`src/msbc_pkg.sv`:
```
// constants and carrier types for the module sideband control block
package msbc_pkg;

    // ----------------------------------------------------------------
    // sizes and timing
    // ----------------------------------------------------------------
    localparam int LANES = 4;
    localparam int NUM_MON = 14;
    localparam int NUM_KIND = 5;
    localparam int NUM_CTRL = 9;
    localparam int CLK_PERIOD_NS = 8;
    localparam int T_RESET_MIN_NS = 10000;
    localparam int T_INIT_NS = 2000;
    localparam int RESET_MIN_CYC = (T_RESET_MIN_NS + CLK_PERIOD_NS - 1) / CLK_PERIOD_NS;
    localparam int INIT_CYC = (T_INIT_NS + CLK_PERIOD_NS - 1) / CLK_PERIOD_NS;

    // ----------------------------------------------------------------
    // management byte map
    // ----------------------------------------------------------------
    localparam logic [7:0] ADDR_STATUS = 8'h02;
    localparam int NOT_READY_BIT = 0;
    localparam logic [7:0] ADDR_SIG_ABSENT = 8'h03;
    localparam logic [7:0] ADDR_LOCK_LOST = 8'h04;
    localparam logic [7:0] ADDR_TX_FAULT = 8'h05;
    localparam logic [7:0] ADDR_ALARM_LO = 8'h06;
    localparam logic [7:0] ADDR_ALARM_HI = 8'h07;
    localparam logic [7:0] ADDR_WARN_LO = 8'h08;
    localparam logic [7:0] ADDR_WARN_HI = 8'h09;
    localparam logic [7:0] ADDR_MON_BASE = 8'h16;
    localparam logic [7:0] MON_SPAN = 8'h1c;
    localparam int PWR_OVERRIDE_BIT = 0;
    localparam int PWR_SELECT_BIT = 1;
    // mask byte bits, a one masks the group
    localparam int MASK_SIG_ABSENT = 0;
    localparam int MASK_LOCK_LOST = 1;
    localparam int MASK_TX_FAULT = 2;
    localparam int MASK_ALARM = 3;
    localparam int MASK_WARN = 4;

    // ctrl entries: power, clock recovery, mask, tx eq x2, rx emph x2, rx amp x2
    localparam int CI_POWER = 0;
    localparam int CI_CLKREC = 1;
    localparam int CI_MASK = 2;
    localparam int CI_TX_EQ = 3;
    localparam int CI_RX_EMPH = 5;
    localparam int CI_RX_AMP = 7;
    localparam logic [7:0] CTRL_ADDR [NUM_CTRL] =
        '{8'h5d, 8'h62, 8'h64, 8'hea, 8'heb, 8'hec, 8'hed, 8'hee, 8'hef};
    localparam logic [7:0] CTRL_RST [NUM_CTRL] =
        '{8'h00, 8'hff, 8'h00, 8'h00, 8'h00, 8'h00, 8'h00, 8'h00, 8'h00};

    // ----------------------------------------------------------------
    // fixed monitor thresholds per kind: rx pwr, tx pwr, bias, vcc, temp
    // ----------------------------------------------------------------
    localparam logic [15:0] ALARM_HI [NUM_KIND] = '{16'hf000, 16'hf000, 16'hf000, 16'h8d00, 16'h5000};
    localparam logic [15:0] ALARM_LO [NUM_KIND] = '{16'h0010, 16'h0010, 16'h0100, 16'h7500, 16'h0000};
    localparam logic [15:0] WARN_HI [NUM_KIND] = '{16'he000, 16'he000, 16'he000, 16'h8a00, 16'h4600};
    localparam logic [15:0] WARN_LO [NUM_KIND] = '{16'h0020, 16'h0020, 16'h0200, 16'h7800, 16'h0500};
    localparam int MON_KIND [NUM_MON] = '{0, 0, 0, 0, 1, 1, 1, 1, 2, 2, 2, 2, 3, 4};

    // ----------------------------------------------------------------
    // carriers
    // ----------------------------------------------------------------
    typedef struct packed {
        logic [LANES-1:0] signal_absent_flag;
        logic [LANES-1:0] lock_lost_flag;
        logic [LANES-1:0] tx_fault;
    } msbc_lane_flags_s;

    typedef struct packed {
        logic valid;
        logic write;
        logic [7:0] addr;
        logic [7:0] wdata;
    } msbc_mgmt_req_s;

    typedef struct packed {
        logic [LANES-1:0] clock_recovery_tx_en;
        logic [LANES-1:0] clock_recovery_rx_en;
        logic [15:0] tx_eq;
        logic [15:0] rx_emph;
        logic [15:0] rx_amp;
    } msbc_link_ctrl_s;

endpackage

```
`src/msbc_reset_qualify.sv`:
```
// qualifies the module reset pin against the least pulse length
`timescale 1ns/1ns
module msbc_reset_qualify #(
    parameter int MIN_CYC = msbc_pkg::RESET_MIN_CYC
) (
    input wire logic clk_sys_i,
    input wire logic arst_n_i,
    input wire logic module_reset_n_i,
    output logic reset_held_o
);

    logic [15:0] low_cnt_r;
    logic [15:0] low_cnt_nxt;
    logic reset_held_r;
    wire logic reached_w = (low_cnt_r >= 16'(MIN_CYC));

    // count low cycles, saturating at the threshold
    assign low_cnt_nxt = module_reset_n_i ? 16'h0000 :
                         (reached_w ? low_cnt_r : low_cnt_r + 16'h0001);

    always_ff @(posedge clk_sys_i or negedge arst_n_i)
    begin
        if (!arst_n_i)
        begin
            low_cnt_r <= 16'h0000;
            reset_held_r <= 1'b0;
        end
        else
        begin
            low_cnt_r <= low_cnt_nxt;
            reset_held_r <= reached_w && !module_reset_n_i;
        end
    end

    assign reset_held_o = reset_held_r;

endmodule

```
`src/msbc_sideband.sv`:
```
// sideband control, status and interrupt logic of the pluggable module
//
// Overview of operation
// - presence output held low permanently
// - management access only while select held low
// - long reset pulse restores all default settings
// - power-up runs reset-complete sequence unaided
// - start in low power, management active
// - high power by pin low or override bits
// - interrupt pulled low on fault or alarm
// - interrupt released after clean not-ready read
// - clock recovery on by default, software disables
// - lane flags readable and merged onto interrupt
// - monitor thresholds fixed, not writable
// - per-lane power and bias, module supply and temperature readable
// - programmable equalization, amplitude, emphasis
`timescale 1ns/1ns
module msbc_sideband #(
    parameter int LANES = msbc_pkg::LANES,
    parameter int NUM_MON = msbc_pkg::NUM_MON
) (
    input wire logic clk_sys_i,
    input wire logic arst_n_i,
    input wire logic module_select_n_i,
    input wire logic module_reset_n_i,
    input wire logic low_power_request_i,
    input wire msbc_pkg::msbc_lane_flags_s lane_flags_i,
    input wire logic [NUM_MON-1:0][15:0] diag_monitor_i,
    input wire msbc_pkg::msbc_mgmt_req_s mgmt_req_i,
    output logic mgmt_ack_o,
    output logic [7:0] mgmt_rdata_o,
    output logic module_present_n_o,
    output logic interrupt_n_o,
    output logic interrupt_n_oe_n_o,
    output logic high_power_o,
    output msbc_pkg::msbc_link_ctrl_s link_ctrl_o
);

    // ----------------------------------------------------------------
    // state and storage
    // ----------------------------------------------------------------
    typedef enum logic {MSBC_INIT, MSBC_READY} msbc_state_e;

    msbc_state_e state_r;
    msbc_state_e state_nxt;
    logic [15:0] init_cnt_r;
    logic not_ready_r;
    logic reset_done_r;
    logic [7:0] ctrl_r [msbc_pkg::NUM_CTRL];
    msbc_pkg::msbc_lane_flags_s flags_r;
    logic [NUM_MON-1:0] alarm_r;
    logic [NUM_MON-1:0] warn_r;
    logic ack_r;
    logic [7:0] rdata_r;
    logic present_n_r;
    logic int_drive_r;
    logic high_power_r;
    logic reset_held_w;

    msbc_reset_qualify #(
        .MIN_CYC(msbc_pkg::RESET_MIN_CYC)
    ) u_reset_qualify (
        .clk_sys_i(clk_sys_i),
        .arst_n_i(arst_n_i),
        .module_reset_n_i(module_reset_n_i),
        .reset_held_o(reset_held_w)
    );

    // ----------------------------------------------------------------
    // request decode
    // ----------------------------------------------------------------
    wire logic accept_w = mgmt_req_i.valid && !module_select_n_i;
    wire logic rd_w = accept_w && !mgmt_req_i.write;
    wire logic wr_w = accept_w && mgmt_req_i.write && !reset_held_w;
    wire logic [7:0] addr_w = mgmt_req_i.addr;
    wire logic rd_status_w = rd_w && (addr_w == msbc_pkg::ADDR_STATUS);
    wire logic rd_sa_w = rd_w && (addr_w == msbc_pkg::ADDR_SIG_ABSENT);
    wire logic rd_ll_w = rd_w && (addr_w == msbc_pkg::ADDR_LOCK_LOST);
    wire logic rd_tf_w = rd_w && (addr_w == msbc_pkg::ADDR_TX_FAULT);
    wire logic rd_alarm_w = rd_w && ((addr_w == msbc_pkg::ADDR_ALARM_LO) ||
                                     (addr_w == msbc_pkg::ADDR_ALARM_HI));
    wire logic rd_warn_w = rd_w && ((addr_w == msbc_pkg::ADDR_WARN_LO) ||
                                    (addr_w == msbc_pkg::ADDR_WARN_HI));
    wire logic [7:0] mon_off_w = addr_w - msbc_pkg::ADDR_MON_BASE;
    wire logic mon_hit_w = (addr_w >= msbc_pkg::ADDR_MON_BASE) && (mon_off_w < msbc_pkg::MON_SPAN);
    wire logic [15:0] mon_word_w = mon_hit_w ? diag_monitor_i[mon_off_w[4:1]] : 16'h0000;
    wire logic [7:0] mon_byte_w = mon_off_w[0] ? mon_word_w[7:0] : mon_word_w[15:8];
    wire logic monitoring_w = (state_r == MSBC_READY);
    wire logic [7:0] mask_w = ctrl_r[msbc_pkg::CI_MASK];
    wire logic [7:0] pwr_w = ctrl_r[msbc_pkg::CI_POWER];

    // ----------------------------------------------------------------
    // control bytes, write only these; thresholds are constants
    // ----------------------------------------------------------------
    logic [msbc_pkg::NUM_CTRL-1:0] ctrl_hit_w;
    logic [7:0] ctrl_rd_w [msbc_pkg::NUM_CTRL];

    for (genvar gi = 0; gi < msbc_pkg::NUM_CTRL; gi++)
    begin : g_ctrl
        assign ctrl_hit_w[gi] = (addr_w == msbc_pkg::CTRL_ADDR[gi]);
        assign ctrl_rd_w[gi] = ctrl_hit_w[gi] ? ctrl_r[gi] : 8'h00;
        always_ff @(posedge clk_sys_i or negedge arst_n_i)
        begin
            if (!arst_n_i)
                ctrl_r[gi] <= msbc_pkg::CTRL_RST[gi];
            else if (reset_held_w)
                ctrl_r[gi] <= msbc_pkg::CTRL_RST[gi];
            else if (wr_w && ctrl_hit_w[gi])
                ctrl_r[gi] <= mgmt_req_i.wdata;
        end
    end

    logic [7:0] ctrl_byte_w;
    always_comb
    begin
        ctrl_byte_w = 8'h00;
        for (int i = 0; i < msbc_pkg::NUM_CTRL; i++)
            ctrl_byte_w = ctrl_byte_w | ctrl_rd_w[i];
    end

    // ----------------------------------------------------------------
    // monitor flags against fixed thresholds
    // ----------------------------------------------------------------
    logic [NUM_MON-1:0] alarm_set_w;
    logic [NUM_MON-1:0] warn_set_w;
    for (genvar gm = 0; gm < NUM_MON; gm++)
    begin : g_mon
        localparam int K = msbc_pkg::MON_KIND[gm];
        assign alarm_set_w[gm] = monitoring_w &&
            ((diag_monitor_i[gm] > msbc_pkg::ALARM_HI[K]) ||
             (diag_monitor_i[gm] < msbc_pkg::ALARM_LO[K]));
        assign warn_set_w[gm] = monitoring_w &&
            ((diag_monitor_i[gm] > msbc_pkg::WARN_HI[K]) ||
             (diag_monitor_i[gm] < msbc_pkg::WARN_LO[K]));
    end

    // ----------------------------------------------------------------
    // read data
    // ----------------------------------------------------------------
    logic [7:0] rd_byte_w;
    always_comb
    begin
        rd_byte_w = ctrl_byte_w | mon_byte_w;
        unique case (addr_w)
            msbc_pkg::ADDR_STATUS: rd_byte_w = {7'h00, not_ready_r};
            msbc_pkg::ADDR_SIG_ABSENT: rd_byte_w = 8'(flags_r.signal_absent_flag);
            msbc_pkg::ADDR_LOCK_LOST: rd_byte_w = 8'(flags_r.lock_lost_flag);
            msbc_pkg::ADDR_TX_FAULT: rd_byte_w = 8'(flags_r.tx_fault);
            msbc_pkg::ADDR_ALARM_LO: rd_byte_w = alarm_r[7:0];
            msbc_pkg::ADDR_ALARM_HI: rd_byte_w = 8'(alarm_r[NUM_MON-1:8]);
            msbc_pkg::ADDR_WARN_LO: rd_byte_w = warn_r[7:0];
            msbc_pkg::ADDR_WARN_HI: rd_byte_w = 8'(warn_r[NUM_MON-1:8]);
            default: rd_byte_w = ctrl_byte_w | mon_byte_w;
        endcase
    end

    // ----------------------------------------------------------------
    // reset sequence
    // ----------------------------------------------------------------
    wire logic init_done_w = (state_r == MSBC_INIT) && !reset_held_w &&
                             (init_cnt_r == 16'(msbc_pkg::INIT_CYC - 1));

    always_comb
    begin
        state_nxt = state_r;
        unique case (state_r)
            MSBC_INIT: if (init_done_w) state_nxt = MSBC_READY;
            MSBC_READY: if (reset_held_w) state_nxt = MSBC_INIT;
        endcase
    end

    always_ff @(posedge clk_sys_i or negedge arst_n_i)
    begin
        if (!arst_n_i)
        begin
            state_r <= MSBC_INIT;
            init_cnt_r <= 16'h0000;
            not_ready_r <= 1'b1;
            reset_done_r <= 1'b0;
        end
        else
        begin
            state_r <= state_nxt;
            init_cnt_r <= (state_r == MSBC_READY || reset_held_w) ? 16'h0000 :
                          init_cnt_r + 16'h0001;
            not_ready_r <= reset_held_w || (not_ready_r && !init_done_w);
            if (init_done_w || reset_held_w)
                reset_done_r <= init_done_w;
            else if (rd_status_w && !not_ready_r)
                reset_done_r <= 1'b0;
        end
    end

    // ----------------------------------------------------------------
    // latched flags, cleared on read, a new event wins
    // ----------------------------------------------------------------
    always_ff @(posedge clk_sys_i or negedge arst_n_i)
    begin
        if (!arst_n_i)
        begin
            flags_r <= '0;
            alarm_r <= '0;
            warn_r <= '0;
        end
        else if (reset_held_w)
        begin
            flags_r <= '0;
            alarm_r <= '0;
            warn_r <= '0;
        end
        else
        begin
            flags_r.signal_absent_flag <= (rd_sa_w ? '0 : flags_r.signal_absent_flag) |
                (monitoring_w ? lane_flags_i.signal_absent_flag : '0);
            flags_r.lock_lost_flag <= (rd_ll_w ? '0 : flags_r.lock_lost_flag) |
                (monitoring_w ? lane_flags_i.lock_lost_flag : '0);
            flags_r.tx_fault <= (rd_tf_w ? '0 : flags_r.tx_fault) |
                (monitoring_w ? lane_flags_i.tx_fault : '0);
            alarm_r <= (rd_alarm_w ? '0 : alarm_r) | alarm_set_w;
            warn_r <= (rd_warn_w ? '0 : warn_r) | warn_set_w;
        end
    end

    // ----------------------------------------------------------------
    // pins and answers
    // ----------------------------------------------------------------
    wire logic flag_int_w =
        (|flags_r.signal_absent_flag && !mask_w[msbc_pkg::MASK_SIG_ABSENT]) ||
        (|flags_r.lock_lost_flag && !mask_w[msbc_pkg::MASK_LOCK_LOST]) ||
        (|flags_r.tx_fault && !mask_w[msbc_pkg::MASK_TX_FAULT]) ||
        (|alarm_r && !mask_w[msbc_pkg::MASK_ALARM]) ||
        (|warn_r && !mask_w[msbc_pkg::MASK_WARN]);
    wire logic hp_req_w = !low_power_request_i ||
        (pwr_w[msbc_pkg::PWR_OVERRIDE_BIT] && pwr_w[msbc_pkg::PWR_SELECT_BIT]);

    always_ff @(posedge clk_sys_i or negedge arst_n_i)
    begin
        if (!arst_n_i)
        begin
            ack_r <= 1'b0;
            rdata_r <= 8'h00;
            present_n_r <= 1'b0;
            int_drive_r <= 1'b0;
            high_power_r <= 1'b0;
        end
        else
        begin
            ack_r <= accept_w;
            rdata_r <= rd_w ? rd_byte_w : rdata_r;
            present_n_r <= 1'b0;
            int_drive_r <= reset_done_r || flag_int_w;
            high_power_r <= !not_ready_r && hp_req_w;
        end
    end

    assign mgmt_ack_o = ack_r;
    assign mgmt_rdata_o = rdata_r;
    assign module_present_n_o = present_n_r;
    assign interrupt_n_o = 1'b0 & present_n_r;
    assign interrupt_n_oe_n_o = !int_drive_r;
    assign high_power_o = high_power_r;
    assign link_ctrl_o.clock_recovery_tx_en = ctrl_r[msbc_pkg::CI_CLKREC][7:4];
    assign link_ctrl_o.clock_recovery_rx_en = ctrl_r[msbc_pkg::CI_CLKREC][3:0];
    assign link_ctrl_o.tx_eq = {ctrl_r[msbc_pkg::CI_TX_EQ + 1], ctrl_r[msbc_pkg::CI_TX_EQ]};
    assign link_ctrl_o.rx_emph = {ctrl_r[msbc_pkg::CI_RX_EMPH + 1], ctrl_r[msbc_pkg::CI_RX_EMPH]};
    assign link_ctrl_o.rx_amp = {ctrl_r[msbc_pkg::CI_RX_AMP + 1], ctrl_r[msbc_pkg::CI_RX_AMP]};
endmodule

```
`config.mk`:
```
export PLATFORM = sky130hd
export DESIGN_NAME = msbc_sideband
export DESIGN_NICKNAME = d
export VERILOG_FILES = /design/src/msbc_pkg.sv /design/src/msbc_reset_qualify.sv /design/src/msbc_sideband.sv
export SDC_FILE = /design/constraint.sdc
export NUM_CORES = 1
export LEC_CHECK = 0
export BUFFER_PORTS_ARGS = -buffer_cell sky130_fd_sc_hd__buf_2
export CAP_MARGIN = 25
export CORE_MARGIN = 3
export CORE_UTILIZATION = 35
export DETAILED_ROUTE_END_ITERATION = 16
export SLEW_MARGIN = 20
export SYNTH_ARGS = -nofsm -noshare
export SYNTH_HDL_FRONTEND = slang
export SYNTH_SLANG_ARGS = --single-unit
```
`constraint.sdc`:
```
create_clock -name clk_sys_i -period 4.16 [get_ports clk_sys_i]
set_input_delay 0 -clock clk_sys_i [delete_from_list [all_inputs] [get_ports clk_sys_i]]
set_output_delay 0 -clock clk_sys_i [all_outputs]
set_load 0.01 [all_outputs]
```
# --- Word level (Yosys, flattened, before mapping) ---
# Index checks and enable logic that the tools add are counted.
totals:
  ff_bits: 159
  inputBits: 259
  elab_cells: 299
op_classes:
  bitwise_logic: 15
  reduce_logical: 127
  muxes: 51
  order_cmp: 60
  add_sub_neg: 3
  n_eq_ne: 19
op_table:
  columns: ["operator", "n"]
  rows:
  - ["16-bit greater-than comparator (second input constant)", 26]
  - ["8-bit 2-to-1 mux", 28]
  - ["16-bit by 5-bit less-than comparator with 1-bit output (second input constant)", 8]
  - ["16-bit by 6-bit less-than comparator with 1-bit output (second input constant)", 8]
  - ["16-bit 2-to-1 mux", 5]
  - ["8-bit OR", 9]
  - ["16-bit binary-select mux with 4-bit select", 1]
  - ["16-bit by 10-bit less-than comparator with 1-bit output (second input constant)", 4]
  - ["16-bit by 9-bit less-than comparator with 1-bit output (second input constant)", 4]
  - ["8-bit one-hot mux with 8 select lines", 1]
  - ["1-bit logical AND", 60]
  - ["14-bit 2-to-1 mux", 4]
  - ["8-bit equality test (second input constant)", 6]
  - ["1-bit logical OR", 39]
  - ["16-bit by 1-bit adder with 16-bit output (second input constant)", 2]
  - ["8-bit by 3-bit equality test with 1-bit output (second input constant)", 4]
  - ["16-bit by 15-bit greater-than comparator with 1-bit output (second input constant)", 2]
  - ["16-bit by 15-bit less-than comparator with 1-bit output (second input constant)", 2]
  - ["14-bit OR", 2]
  - ["14-bit OR reduction", 2]
  - ["8-bit by 7-bit equality test with 1-bit output (second input constant)", 3]
  - ["4-bit 2-to-1 mux", 6]
  - ["2-bit nonzero test", 10]
  - ["16-bit by 8-bit equality test with 1-bit output (second input constant)", 1]
  - ["17 further kinds", 38]

# --- Longest topological paths before layout ---
depth:
  ltp_word: 12
  mapped_depth: 9
  mapped_depth_nobuf: 8

# --- Cells and area by module ---
# Synthesis repeated with hierarchy kept, for this count alone.
unflattened:
  cells_unflattened: 1130
  hier_area_um2: 11243.3
modules_own_cells:
  columns: ["mod", "area_each_um2", "instances", "cells_each"]
  rows:
  - ["msbc_sideband", 10397.5, 1, 1047]
  - ["msbc_reset_qualify", 845.8, 1, 83]

# --- Least setup slack after synthesis ---
# OpenSTA, ideal clock, no wires.
synth_path:
  path_kind: "register -> register"
  from: "reg u_reset_qualify.low_cnt_r[0]"
  to: "reg u_reset_qualify.low_cnt_r[1]"
  synth_period_minus_slack_ns: 2.137
  arrival_ns: 2.043
  path_stages_with_launch: 10
  path_buffers: 1
  setup_time_ns: 0.094
  path_slack_ns: 2.023
  path_cell_list: "dfrtp_1 > inv_1 > ha_1 > nor3_1 > a21oi_1 > o31ai_1 > and2_0 > clkbuf_1 > nor2_1 > a211oi_1"
synth_between:
  elab_chain_len: 3
synth_rtl:
  columns: ["element", "line_no", "source"]
  rows:
  - ["start: declaration", "msbc_reset_qualify.sv:12", "logic [15:0] low_cnt_r;"]
  - ["start signal: assignment", "msbc_reset_qualify.sv:30", "low_cnt_r <= low_cnt_nxt;"]
  - ["16-bit by 1-bit adder with 16-bit output", "msbc_reset_qualify.sv:19", "(reached_w ? low_cnt_r : low_cnt_r + 16'h0001);"]
  - ["16-bit 2-to-1 mux", "msbc_reset_qualify.sv:19", null]
  - ["16-bit 2-to-1 mux", "msbc_reset_qualify.sv:18", "assign low_cnt_nxt = module_reset_n_i ? 16'h0000 :"]
# Several ways; a longest one is shown, not always the timed one. The select of a mux whose other input is x is not followed.
# A chain may end at the register's enable or synchronous reset.

# --- Worst setup path in the final report ---
layout_path:
  from: "in mgmt_req_i[9] in the netlist's numbering"
  to: "reg rdata_r[3] (netlist: mgmt_rdata_o[3])"
layout_between:
  elab_chain_len: 12
layout_rtl:
  columns: ["element", "line_no", "source"]
  rows:
  - ["start: declaration", "msbc_sideband.sv:29", "input wire msbc_pkg::msbc_mgmt_req_s mgmt_req_i,"]
  - ["parallel branches: the longest is 11 deep, another holds 8-bit by 5-bit subtractor with 8-bit output", null, null]
  - ["8-bit one-hot mux with 8 select lines (*)", "msbc_sideband.sv:144", "unique case (addr_w)"]
  - ["end signal: assignment", "msbc_sideband.sv:249", "rdata_r <= rd_w ? rd_byte_w : rdata_r;"]
  - ["end: declaration", "msbc_sideband.sv:54", "logic [7:0] rdata_r;"]
# Mark *: on every way between the ends. The select of a mux whose other input is x is not followed.

==> flow_summary.ini <==
[outcome]
status = finished clean

[sta]
finalSetupTns_ns = 0
fin_crit_ns = 2.54
fin_ws_ns = 1.62
hold_viol_final = 0
slew_violations = 0
fin_crit_sh_pct = 60.9
fin_worst_skew_ns = 0.0142
setup_violations = 0
max_freq_mhz = 394
max-slew-margin-rel_pct = 33.0
worst_slew_pin_slew_ns = 1.00
rsz0062_at_grt = no

[worst_setup_path]
crit_start = mgmt_req_i[9]
worstPathArrival_ns = 2.87
reg2reg_slack_ns = 2.10
cp.required_ns = 4.49
critPathMaxStageDelay_ns = 0.46
reg2regPathDepth = 9
cp_max_fo = 35
cp_slowest_cell = xor2_4
cp-end-kind = register
path_class = in2reg
r2r-end = u_reset_qualify.low_cnt_r[4]
worstReg2RegStart = u_reset_qualify.low_cnt_r[0]
path_cells = buf_4, ha_1, xor2_4, buf_4, mux4_2, nand2_1, a31oi_1, o2111ai_1, a221oi_1
crit_top_cell = buf_4
worstSetupStartpointType = input port
cp-endpoint = mgmt_rdata_o[3]

[synth]
synthArstFlopShare_pct = 100
synth-edff-count = 0
synth_most_common_cell = dfrtp_1
yosys-top-cells-area = dfrtp_1 (35%), mux4_2 (9.8%), mux2i_1 (7.4%), nand2_1 (3.8%), nor2_1 (3.8%)
yosys.area.top_type_share_pct = 34.6
ys_types = 77
yosysSeqAreaShare_pct = 36.8
synth.largest_area_cell = dfrtp_1
netlist_top_cells_count = dfrtp_1 (150), nand2_1 (111), nor2_1 (110), mux2i_1 (80), a21oi_1 (66)
syn_avg_cell_area_um2 = 9.55
ys.flop_type = dfrtp_1
yosysWarnings = 0
syn_inst = 1137
synth_area_um2 = 10900
synth_seq_cells = 159

[clocking]
cts_max_path_buffers = 2
ctsRootBufferMaster = clkbuf_16
h-tree-depth = 4
tritoncts = yes
cts.sinks = 159
cts_inserted_buffers = 17
path_clk_slew_ns = 0.08
cts_setup_buffers = 0
clk_latency_ns = 0.44

[floorplanning]
die_x_um = 182
core_area_um2 = 30100
start_util_pct = 36.1
dieHeight_um = 182
rows = 63
dieArea_um2 = 33200
ios = 328

[route]
vias = 11135
ant_nets = 0
drt_iter0_markers = 1401
viasPerCell = 5.95
routed_wl_um = 45200
dr.pass1.iters = 5
wl_per_cell_um = 24.2
drc = 0

[pwr]
power.leakage_nw = 6.11
power.density_nw_per_um2 = 307
p_total_mw = 4.24
peakVddDrop_v = 0.000276

[grt]
grt_pass1_wl_um = 67700
gr-max-usage-layer = met2
grtUsageMet3_pct = 7.06
grt_max_degree = 96
grt_overflow = 0
use_met1_pct = 36.9
track_usage_pct = 26.5
antenna_found_initial = 4
globalRouteMet2Util_pct = 41.2
grt_pass1_vias = 10938

[placed_design]
gp_congestion = 0.999
place_ws_ns = 1.24
io_buffers = 325
dp_hpwl_um = 35100
post_dp_cell_area_um2 = 12700

[final_layout]
multi_input_area_um2 = 6480
regArea_um2 = 3990
drive_above_1_share_pct = 31.1
stdcell_area_um2 = 13800
area_growth_pct = 27.1
fill_cells = 2947
fin_util_pct = 45.8
nets = 1731

[hold_path]
hold_class = in2reg

[flow_run]
cap_violations = 0
[kinds of logic after synthesis]
family	Yosys count	synth area share, %
buffers and inverters	84	3.75
xor gates and xnor gates	24	2.11
adders and majority gates	5	0.576
muxes	139	18.8
DFF	159	36.8
AOI/OAI and AO/OA	253	15.4
other	1	0.0345
and+or+nand+nor	472	22.6
[layer usage]
metal  wire length (µm)  vias to the layer above
met3               3880                       65
met2              20900                      563
li1                   -                     5006
met5                 20                        -
met4               1030                        2
met1              19400                     5499
[timing repair]
item	in CTS	in global routing
setup endpoints to repair	0	0
endpoints found under the hold margin	185	0
resized for setup	0	0
hold buffers	41	0
[registers in the layout, indices dropped and copies added, names as in the netlist, 8 cells and up]
signal and count:
link_ctrl_o 56, init_cnt_r 16, u_reset_qualify.low_cnt_r 16, alarm_r 14, warn_r 14, flags_r 12
mask_w 8, mgmt_rdata_o 8, pwr_w 8
[per-stage QoR]
stage	std cells	hold slack [ns]
final	1873	0.00686
after CTS	1867	0.00278
after global placement	1794	0.158
after detailed placement	1794	0.154
after floorplan	1138	-0.296
after global routing	1873	0.0143
[worst min path at each step]
stage,startpoint,endpoint,slack [ns],depth (start not counted)
after floorplan,arst_n_i,alarm_r[0],-0.30,0
after global placement,arst_n_i,mask_w[6],0.16,1
after detailed placement,arst_n_i,mask_w[2],0.15,1
after CTS,diag_monitor_i[156],alarm_r[9],0.003,3
after global routing,diag_monitor_i[156],alarm_r[9],0.01,3
final,diag_monitor_i[186],warn_r[11],0.007,5
[cell usage in the layout, fill, tap and decap left out, types with 5 or more instances in the layout]
cell and n:
a211o_1 10, a211oi_1 11, a21o_1 6, a21oi_1 66, a221oi_1 5, a22o_1 14
a22oi_1 16, a31oi_1 11, a32oi_1 14, and2_1 5, and3_1 12, buf_2 323
buf_4 19, clkbuf_16 17, dfrtp_1 149, dfstp_2 9, dlygate4sd3_1 41, ha_1 5
inv_1 7, inv_6 6, mux2_2 9, mux2i_1 80, mux4_2 47, nand2_1 111
nand2b_1 7, nand3_1 42, nand4_1 16, nor2_1 110, nor2b_1 28, nor3_1 34
nor4_1 51, o211ai_1 7, o21ai_0 54, o22ai_1 6, or3_1 13, or4_1 11
xnor2_1 5, xor2_1 17
[power breakdown]
group / switching (mW) / leakage [nW] / internal (mW)
clock network: 0.718 / 0.298 / 0.925
registers: 0.0815 / 2.14 / 1.63
logic: 0.499 / 3.67 / 0.393
[area by class of cell]
class                   count  area share [%]
multi-input cells         895            46.9
flip-flops and latches    159            28.9
repair buffers            386            15.9
well taps                 390            3.54
clock buffers              18            3.18
clock inverters            14            1.21
inverters                   8           0.218
diodes                      3          0.0544
[worst max-delay path, delay by kind of cell]
kind            cells  cell delay, ns
compound gates      3            0.87
buf+inv             2            0.74
xor+xnor            1            0.46
fa+ha+maj           1            0.44
mux                 1            0.27
simple gates        1            0.06
(Power assumes the default switching activity.)
